[src/inc/pssr_pkg.sv]
// shared constants and types for the periodic complete-split response block
package pssr_pkg;

    // ------------------------------------------------------------
    // microframe timer
    // ------------------------------------------------------------
    localparam int          UFRAMES_PER_FRAME = 8;      // microframes per 1 ms frame
    localparam int          UF_W              = 3;      // microframe label width
    localparam logic [2:0]  UF_FIRST          = 3'h0;   // label of the zeroth microframe
    localparam logic [2:0]  UF_LAST           = 3'h7;   // label of the last microframe
    localparam int          FRNUM_W           = 11;     // frame number carried by SOF
    localparam logic [10:0] FRNUM_RST         = 11'h000; // frame number before first SOF

    // ------------------------------------------------------------
    // downstream data handling
    // ------------------------------------------------------------
    localparam int          BYTE_W            = 8;      // downstream byte width
    localparam int          CNT_W             = 11;     // room for 1023 data plus crc
    localparam logic [10:0] CNT_RST           = 11'h000; // byte count after reset
    localparam logic [10:0] CNT_MAX           = 11'h7ff; // byte count saturation point
    localparam logic [10:0] MDATA_MIN         = 11'h003; // fewest bytes that give partial data
    localparam logic [1:0]  HOLD_DEPTH        = 2'h2;   // bytes held back as possible crc
    localparam logic [1:0]  HOLD_RST          = 2'h0;   // hold count after reset
    localparam logic [7:0]  BYTE_RST          = 8'h00;  // byte register reset value
    localparam int          FIFO_DEPTH        = 8;      // returned data buffer depth

    // ------------------------------------------------------------
    // complete-split answers
    // ------------------------------------------------------------
    typedef enum logic [2:0]
    {
        RSP_DATA0 = 3'h0,   // last data, even pid
        RSP_DATA1 = 3'h1,   // last data, odd pid
        RSP_MDATA = 3'h2,   // partial data, more follows
        RSP_ERR   = 3'h3,   // downstream crc failed
        RSP_NYET  = 3'h4    // nothing yet
    } pssr_rsp_e;

    // ------------------------------------------------------------
    // downstream transaction tracking
    // ------------------------------------------------------------
    typedef enum logic [1:0]
    {
        DS_IDLE = 2'h0,     // no transaction running
        DS_RECV = 2'h1,     // data packet arriving
        DS_OK   = 2'h2,     // finished with good crc
        DS_BAD  = 2'h3      // finished with bad crc
    } pssr_ds_e;

endpackage

[src/hw/pssr_tt_resp.sv]
// periodic complete-split response logic with its returned data buffer
`timescale 1ns/1ps

// ------------------------------------------------------------
// ------------------------------------------------------------

// ------------------------------------------------------------
// data buffer, flip-flop storage, registered ready
// ------------------------------------------------------------
module pssr_fifo
#(
    parameter int WIDTH = 8,
    parameter int DEPTH = 8
)
(
    input  wire logic             clk,
    input  wire logic             srst,
    input  wire logic             flush,
    input  wire logic             in_valid,
    output logic                  in_ready,
    input  wire logic [WIDTH-1:0] in_data,
    output logic                  out_valid,
    input  wire logic             out_ready,
    output logic [WIDTH-1:0]      out_data
);
    localparam int AW = $clog2(DEPTH);
    localparam logic [AW:0] CNT_FULL = (AW+1)'(DEPTH);
    localparam logic [AW:0] CNT_ZERO = '0;
    localparam logic [AW-1:0] PTR_LAST = (AW)'(DEPTH-1);

    logic [WIDTH-1:0] mem_q [DEPTH];   // storage entries
    logic [AW-1:0]    wr_q;            // write index
    logic [AW-1:0]    rd_q;            // read index
    logic [AW:0]      cnt_q;           // words held
    logic [AW:0]      cnt_d;           // next word count
    logic             ready_q;         // room for one more word
    wire              push = in_valid & ready_q;
    wire              pop  = out_valid & out_ready;

    assign in_ready  = ready_q;
    assign out_valid = (cnt_q != CNT_ZERO);
    assign out_data  = mem_q[rd_q];
    // flush empties; push and pop may share a cycle
    assign cnt_d = flush ? CNT_ZERO
                 : (cnt_q + (AW+1)'(push) - (AW+1)'(pop));

    // pointers and count; ready is registered so that it is a clean flop output
    always_ff @(posedge clk)
    begin
        if (srst | flush)
        begin
            wr_q    <= '0;
            rd_q    <= '0;
            cnt_q   <= CNT_ZERO;
            ready_q <= 1'b1;
        end
        else
        begin
            if (push)
                wr_q <= (wr_q == PTR_LAST) ? '0 : wr_q + 1'b1;
            if (pop)
                rd_q <= (rd_q == PTR_LAST) ? '0 : rd_q + 1'b1;
            cnt_q   <= cnt_d;
            ready_q <= (cnt_d != CNT_FULL);
        end
    end

    // storage, one write port per entry
    genvar gi;
    generate
        for (gi = 0; gi < DEPTH; gi++)
        begin : g_ent
            always_ff @(posedge clk)
            begin
                if (srst)
                    mem_q[gi] <= '0;
                else if (push && wr_q == (AW)'(gi))
                    mem_q[gi] <= in_data;
            end
        end
    endgenerate
endmodule // pssr_fifo

// ------------------------------------------------------------
// complete-split response top
// ------------------------------------------------------------
module pssr_tt_resp
    import pssr_pkg::*;
#(
    parameter int DEPTH = pssr_pkg::FIFO_DEPTH
)
(
    input  wire logic                        MCLK,
    input  wire logic                        SRST,
    input  wire logic                        HS_SOF,
    input  wire logic [pssr_pkg::FRNUM_W-1:0] HS_FRAME_NUM,
    output logic [pssr_pkg::UF_W-1:0]        UFRAME,
    input  wire logic                        DS_START,
    input  wire logic                        DS_ISO,
    input  wire logic                        DS_BYTE_VALID,
    input  wire logic [pssr_pkg::BYTE_W-1:0] DS_BYTE,
    output logic                             DS_READY,
    input  wire logic                        DS_END,
    input  wire logic                        DS_CRC_OK,
    input  wire logic                        DS_PID1,
    input  wire logic                        CS_REQ,
    output logic                             RSP_VALID,
    output pssr_pkg::pssr_rsp_e              RSP_PID,
    output logic                             RET_VALID,
    input  wire logic                        RET_READY,
    output logic [pssr_pkg::BYTE_W-1:0]      RET_DATA
);
    import pssr_pkg::*;

    // ------------------------------------------------------------
    // state
    // ------------------------------------------------------------
    logic [UF_W-1:0]    uf_q;          // current microframe label
    logic [FRNUM_W-1:0] frnum_q;       // frame number of the last SOF
    pssr_ds_e           ds_q;          // downstream transaction state
    pssr_ds_e           ds_d;
    logic               iso_q;         // running transaction is isochronous
    logic               pid1_q;        // downstream data pid was odd
    logic [CNT_W-1:0]   cnt_q;         // data bytes received so far
    logic [1:0]         hold_n_q;      // bytes held back
    logic [BYTE_W-1:0]  hold0_q;       // oldest held byte
    logic [BYTE_W-1:0]  hold1_q;       // newest held byte
    logic               ent_q;         // complete-split pipeline entry exists
    pssr_rsp_e          ent_pid_q;     // answer stored in the entry
    pssr_rsp_e          ent_pid_d;
    logic               rsp_valid_q;   // answer strobe
    pssr_rsp_e          rsp_pid_q;     // answer code
    logic               ret_valid_q;   // output data stage valid
    logic [BYTE_W-1:0]  ret_data_q;    // output data stage byte

    // ------------------------------------------------------------
    // decode
    // ------------------------------------------------------------
    wire new_frame = HS_SOF & (HS_FRAME_NUM != frnum_q);
    wire fifo_ready;                    // room in the data buffer
    wire fifo_out_valid;
    wire [BYTE_W-1:0] fifo_out_data;
    wire take_byte  = DS_BYTE_VALID & fifo_ready & (ds_q == DS_RECV);
    wire push_old   = take_byte & (hold_n_q == HOLD_DEPTH);
    wire bad_end    = DS_END & ~DS_CRC_OK & (ds_q == DS_RECV);
    wire good_end   = DS_END & DS_CRC_OK & (ds_q == DS_RECV);
    wire stage_free = ~ret_valid_q | RET_READY;
    wire fifo_pop   = fifo_out_valid & stage_free & ~bad_end;
    wire last_pid   = (~iso_q & pid1_q);   // iso always even
    wire mid_data   = (cnt_q >= MDATA_MIN);

    // answer chosen at the boundary from the state of the microframe just ended
    assign ent_pid_d = (ds_q == DS_OK)  ? (last_pid ? RSP_DATA1 : RSP_DATA0)
                     : (ds_q == DS_BAD) ? RSP_ERR
                     : mid_data         ? RSP_MDATA
                     :                    RSP_NYET;

    // end events win over the boundary so that a finish on the SOF cycle is kept
    assign ds_d = DS_START ? DS_RECV
                : good_end ? DS_OK
                : bad_end  ? DS_BAD
                : (HS_SOF && (ds_q == DS_OK || ds_q == DS_BAD)) ? DS_IDLE
                : ds_q;

    assign UFRAME    = uf_q;
    assign RSP_VALID = rsp_valid_q;
    assign RSP_PID   = rsp_pid_q;
    assign RET_VALID = ret_valid_q;
    assign RET_DATA  = ret_data_q;

    // ------------------------------------------------------------
    // microframe timer
    // ------------------------------------------------------------
    // realigns on each frame number change; holds at Y7 while SOFs repeat the same frame number
    always_ff @(posedge MCLK)
    begin
        if (SRST)
        begin
            uf_q    <= UF_FIRST;
            frnum_q <= FRNUM_RST;
        end
        else if (HS_SOF)
        begin
            frnum_q <= HS_FRAME_NUM;
            if (new_frame)
                uf_q <= UF_FIRST;
            else if (uf_q != UF_LAST)
                uf_q <= uf_q + 1'b1;
        end
    end

    // ------------------------------------------------------------
    // downstream tracking and crc holdback
    // ------------------------------------------------------------
    // the two newest bytes never reach the buffer: they may be the crc
    always_ff @(posedge MCLK)
    begin
        if (SRST)
        begin
            ds_q     <= DS_IDLE;
            iso_q    <= 1'b0;
            pid1_q   <= 1'b0;
            cnt_q    <= CNT_RST;
            hold_n_q <= HOLD_RST;
            hold0_q  <= BYTE_RST;
            hold1_q  <= BYTE_RST;
        end
        else
        begin
            ds_q <= ds_d;
            if (DS_START)
            begin
                iso_q    <= DS_ISO;
                cnt_q    <= CNT_RST;
                hold_n_q <= HOLD_RST;
            end
            else if (take_byte)
            begin
                if (cnt_q != CNT_MAX)
                    cnt_q <= cnt_q + 1'b1;
                hold0_q <= (hold_n_q == HOLD_RST) ? DS_BYTE : hold1_q;
                hold1_q <= DS_BYTE;
                if (hold_n_q != HOLD_DEPTH)
                    hold_n_q <= hold_n_q + 1'b1;
            end
            if (DS_END)
                pid1_q <= DS_PID1;
        end
    end

    // ------------------------------------------------------------
    // complete-split pipeline entry and answer
    // ------------------------------------------------------------
    // entry made at each boundary with something running; one answer consumes it
    always_ff @(posedge MCLK)
    begin
        if (SRST)
        begin
            ent_q       <= 1'b0;
            ent_pid_q   <= RSP_NYET;
            rsp_valid_q <= 1'b0;
            rsp_pid_q   <= RSP_NYET;
        end
        else
        begin
            rsp_valid_q <= CS_REQ;
            if (CS_REQ)
                rsp_pid_q <= ent_q ? ent_pid_q : RSP_NYET;
            if (HS_SOF)
            begin
                ent_q     <= (ds_q != DS_IDLE);
                ent_pid_q <= ent_pid_d;
            end
            else if (CS_REQ)
                ent_q <= 1'b0;
        end
    end

    // ------------------------------------------------------------
    // returned data output stage
    // ------------------------------------------------------------
    always_ff @(posedge MCLK)
    begin
        if (SRST)
        begin
            ret_valid_q <= 1'b0;
            ret_data_q  <= BYTE_RST;
        end
        else if (stage_free)
        begin
            ret_valid_q <= fifo_pop;
            if (fifo_pop)
                ret_data_q <= fifo_out_data;
        end
    end

    // bad crc flushes whatever is still buffered
    pssr_fifo #(.WIDTH(BYTE_W), .DEPTH(DEPTH)) u_fifo
    (
        .clk       (MCLK),
        .srst      (SRST),
        .flush     (bad_end),
        .in_valid  (push_old),
        .in_ready  (fifo_ready),
        .in_data   (hold0_q),
        .out_valid (fifo_out_valid),
        .out_ready (fifo_pop),
        .out_data  (fifo_out_data)
    );
    assign DS_READY = fifo_ready;

    // ------------------------------------------------------------
    // checks
    // ------------------------------------------------------------
    a_y0_new_frame: assert property (@(posedge MCLK) disable iff (SRST)
        new_frame |=> (uf_q == UF_FIRST)) else $error("no Y0 on new frame");
    a_y_advance: assert property (@(posedge MCLK) disable iff (SRST)
        (HS_SOF && !new_frame && uf_q != UF_LAST) |=> (uf_q == $past(uf_q) + 3'h1))
        else $error("microframe did not advance");
    a_y_steady: assert property (@(posedge MCLK) disable iff (SRST)
        !HS_SOF |=> $stable(uf_q)) else $error("microframe moved without sof");
    a_good_pid: assert property (@(posedge MCLK) disable iff (SRST)
        (HS_SOF && ds_q == DS_OK) |=> ent_q && (ent_pid_q == ($past(last_pid) ?
        RSP_DATA1 : RSP_DATA0))) else $error("wrong data pid");
    a_bad_crc: assert property (@(posedge MCLK) disable iff (SRST)
        bad_end |=> !fifo_out_valid ##0 (ds_q == DS_BAD)) else $error("bad crc kept data");
    a_mdata_mid: assert property (@(posedge MCLK) disable iff (SRST)
        (HS_SOF && ds_q == DS_RECV && cnt_q > 11'h002) |=> (ent_pid_q == RSP_MDATA))
        else $error("missing mdata");
    a_nyet_short: assert property (@(posedge MCLK) disable iff (SRST)
        (HS_SOF && ds_q == DS_RECV && cnt_q < 11'h003) |=> (ent_pid_q == RSP_NYET))
        else $error("short data not nyet");
    a_nyet_empty: assert property (@(posedge MCLK) disable iff (SRST)
        (CS_REQ && !ent_q) |=> (RSP_VALID && RSP_PID == RSP_NYET))
        else $error("no entry but not nyet");
endmodule // pssr_tt_resp

[config.mk]
export PLATFORM = sky130hd
export DESIGN_NAME = pssr_tt_resp
export DESIGN_NICKNAME = d
export VERILOG_FILES = /design/src/inc/pssr_pkg.sv /design/src/hw/pssr_tt_resp.sv
export SDC_FILE = /design/constraint.sdc
export NUM_CORES = 1
export LEC_CHECK = 0
export BUFFER_PORTS_ARGS = -buffer_cell sky130_fd_sc_hd__clkbuf_2
export CAP_MARGIN = 0
export CORE_MARGIN = 4
export CORE_UTILIZATION = 23
export CTS_CLUSTER_SIZE = 10
export DETAILED_ROUTE_END_ITERATION = 8
export GPL_TIMING_DRIVEN = 0
export PLACE_DENSITY = 0.39
export SKIP_CTS_REPAIR_TIMING = 1
export SYNTH_ARGS = -nofsm -noshare
export SYNTH_HDL_FRONTEND = slang
export SYNTH_SLANG_ARGS = --single-unit
[constraint.sdc]
create_clock -name MCLK -period 3.02 [get_ports MCLK]
set_clock_uncertainty 0.15 [all_clocks]
set_input_delay 0.453 -clock MCLK [delete_from_list [all_inputs] [get_ports MCLK]]
set_output_delay 0.453 -clock MCLK [all_outputs]
set_load 0.005 [all_outputs]
==> run summary <==
Die Wd: 175.1 um
VDD IR max: 0.2787 mV
final setup violation count: 0
CTS root buf: clkbuf_16
Rows: 60
WL final: 15930 um
crit path launch: ds_q[0]
startpoint types: register
Crit Reg-Reg Endpoint: u_fifo.in_ready
Mapped Area: 0.006422 sq mm
Layout area overhead: 20.71%
Pleak: 3.011 nW
Compound-Gate Fraction of Synth Area: 7.754%
crit-path max FO: 10
max_slew headroom: 46.26%
Die Area: 0.03066 sq mm
Post-route DRC: 0
unique cell type count in the Yosys netlist: 60
setup TNS: 0 ns
largest net degree at the start of global routing: 17
die extent in y: 175.1 um
Layout Nets: 673
Pwr Density: 712.1 mW/mm^2
Ant. Diodes: 0
Max-cap violations: 0
Final WS setup: 0.1688 ns
final hold slack: 0.1214 ns
Mean Syn Cell Area: 11.47 sq um
simple-gate portion of the synthesized area: 18.62%
Slew @ Worst Pin: 0.8000 ns
clk buf depth: 2
critical path arrival: 2.99 ns
number of global-route vias before repair: 4572
gr usage total: 10.75%
first drt pass iteration count: 4
Critical Path End: u_fifo.in_ready
most common cell after layout, fill and taps aside: dfxtp_1
CTS Buf Count: 17
unrepaired setup endpoints after global routing: no
switching part of the total: 27.02%
core area: 0.02718 sq mm
first-pass GRT wire length: 25540 um
Mapped Cells: 560
H-tree lvl count: 4
post-synthesis sequential area ratio: 53.30%
status: complete, no violations
drt initial violations: 210
initial antenna violation count: 0
Setup WS pre-CTS: -0.2268 ns
Hold Crit Start: DS_BYTE[6]
Gate power share: 20.3%
sequential share of power: 39.8%
CTS tree: built
asr flop ratio synth: 0%
post-synthesis mux area share: 10.77%
dominant synthesized flop cell: dfxtp_1
sw power: 1.491 mW
Synthesized Nets: 609
Reg2Reg Depth: 11
Layout Utilization: 28.53%
fill count: 2863
Overflow after GRT: 0
post-DP HPWL: 11430 um
max-slew violations: 0
FF+latch count, synth: 139
Reg-to-Reg Start: ds_q[0]
power share of the clock group: 39.9%
Initial Util: 23.63%
Synth Warn #: 0
gp weighted congestion: 0.7486
Routed wire per std cell: 15.79 um
Final min period: 2.851 ns
Worst Path Required: 3.16 ns
Post-DRT Antenna Nets: 0
HP Class: in2reg
commonest non-fill, non-tap cells in the layout: dfxtp_1 (74), edfxtp_1 (64), nor2_1 (55)
setup slack, reg-to-reg: 0.17 ns
Adder-Cell Fraction of Synth Area: 3.818%
critical path endpoint category: register
via count: 4286
Port Buf Inserts: 44
number of synthesized flops with an enable pin: 64
layout cell share with drive strength beyond 1: 19.62%
main combinational cell family by area after synthesis: simple AND/OR/NAND/NOR gates
Crit Path Class: reg2reg
Clock Latency Late Sink: 0.41 ns
via/cell ratio: 4.248
clock slew at reported path FFs: 0.06 ns
post-synthesis xor/xnor area fraction: 2.318%
clk sinks: 139
Max Freq: 0.3507 GHz
cell-internal power: 4.029 mW
I/O Pins: 47
Final Cycle Share: 94.41%
final hold vios: 0
==> cells in the mapped netlist, types with 3 or more instances <==
cell | instances | area share [%]
dfxtp_1 | 75 | 23
edfxtp_1 | 64 | 30
nor2_1 | 55 | 3.2
and2_1 | 52 | 5.1
mux2i_1 | 32 | 5.0
a21oi_1 | 28 | 2.2
nand2_1 | 26 | 1.5
and3_1 | 20 | 1.9
inv_1 | 19 | 1.1
a211oi_1 | 18 | 2.1
ha_1 | 18 | 3.5
mux4_2 | 16 | 5.6
clkbuf_1 | 14 | 0.82
xor2_1 | 12 | 1.6
buf_2 | 9 | 0.70
nand4_1 | 8 | 0.78
nand2b_1 | 7 | 0.68
a21o_1 | 6 | 0.70
nand3_1 | 6 | 0.47
xnor2_1 | 5 | 0.68
a31o_2 | 4 | 0.55
nand3b_1 | 4 | 0.47
nor2b_1 | 4 | 0.39
nor3_1 | 4 | 0.31
o21ai_0 | 4 | 0.31
and3_2 | 3 | 0.35
buf_4 | 3 | 0.35
nor4_1 | 3 | 0.29
o31ai_1 | 3 | 0.35
==> kinds of logic after synthesis <==
kind of cell | after synthesis
flip-flops | 139
adder cells (fa/ha/maj) | 19
buffers and inverters | 50
XOR/XNOR | 17
AO/OA/AOI/OAI | 73
multiplexers | 49
AND/OR/NAND/NOR | 213
==> stage by stage <==
step,total power [mW],instances,area [sq um]
global placement,3.327,976,7108
detailed placement,3.345,976,7108
finish,5.521,1009,7752
CTS,5.564,1008,7726
floorplan,2.987,560,6422
global route,5.826,1009,7752
==> layer usage <==
metal / track usage [%] / routed length [um] / vias up
met3: 2.986 / 599 / 17
met2: 17.38 / 7571 / 67
li1: - / - / 2153
met5: 0 / 0 / -
met1: 14.10 / 7536 / 2049
met4: 3.142 / 221 / 0
==> how the worst min path moves through the flow <==
stage,slack [ns],end,depth (start not counted)
finish,0.12,hold1_q[6],3
CTS,0.11,hold1_q[6],3
global route,0.11,hold1_q[3],3
floorplan,0.29,hold1_q[0],2
detailed placement,0.30,hold1_q[2],2
global placement,0.29,hold1_q[3],2
==> registers in the layout, summed over array words and instances (netlist names), 2 cells and up <==
name and count:
u_fifo.rd_q 3, RET_DATA 8, frnum_q 11, UFRAME 3
hold_n_q 2, u_fifo.wr_q 3, hold1_q 8, RSP_PID 3
ent_pid_q 3, ds_q 2, hold0_q 8, cnt_q 11
u_fifo.cnt_q 4, u_fifo.mem_q 64
==> power groups by stage <==
| stage | Combinational, mW | Sequential [mW] | Clock [mW] |
|---|---|---|---|
| finish | 1.12 | 2.20 | 2.20 |
| global route | 1.27 | 2.22 | 2.34 |
| CTS | 1.11 | 2.20 | 2.25 |
| detailed placement | 1.11 | 2.24 | 0 |
| global placement | 1.10 | 2.23 | 0 |
| floorplan | 0.776 | 2.21 | 0 |
==> worst max-delay path: stages, from the launching register on <==
cell	delay, ns
dfxtp_1	0.29
buf_4	0.15
and4bb_4	0.24
a221oi_4	0.25
buf_6	0.21
ha_1	0.24
inv_1	0.06
ha_1	0.17
fa_1	0.44
nor2_1	0.11
o21ai_0	0.08
or3_1	0.32
==> cell type report <==
class	instances	area (sq um)	area share, %
sequential	139	3425	44.17
buffer	30	150.1	1.937
clock buffer	20	446.7	5.762
multi-input combinational	371	2791	36.01
timing repair buffer	45	227.7	2.937
tap	372	465.4	6.004
inverter	20	75.07	0.9684
clock inverter	12	171.4	2.211
Note: power is estimated with default switching activity, not from simulation.
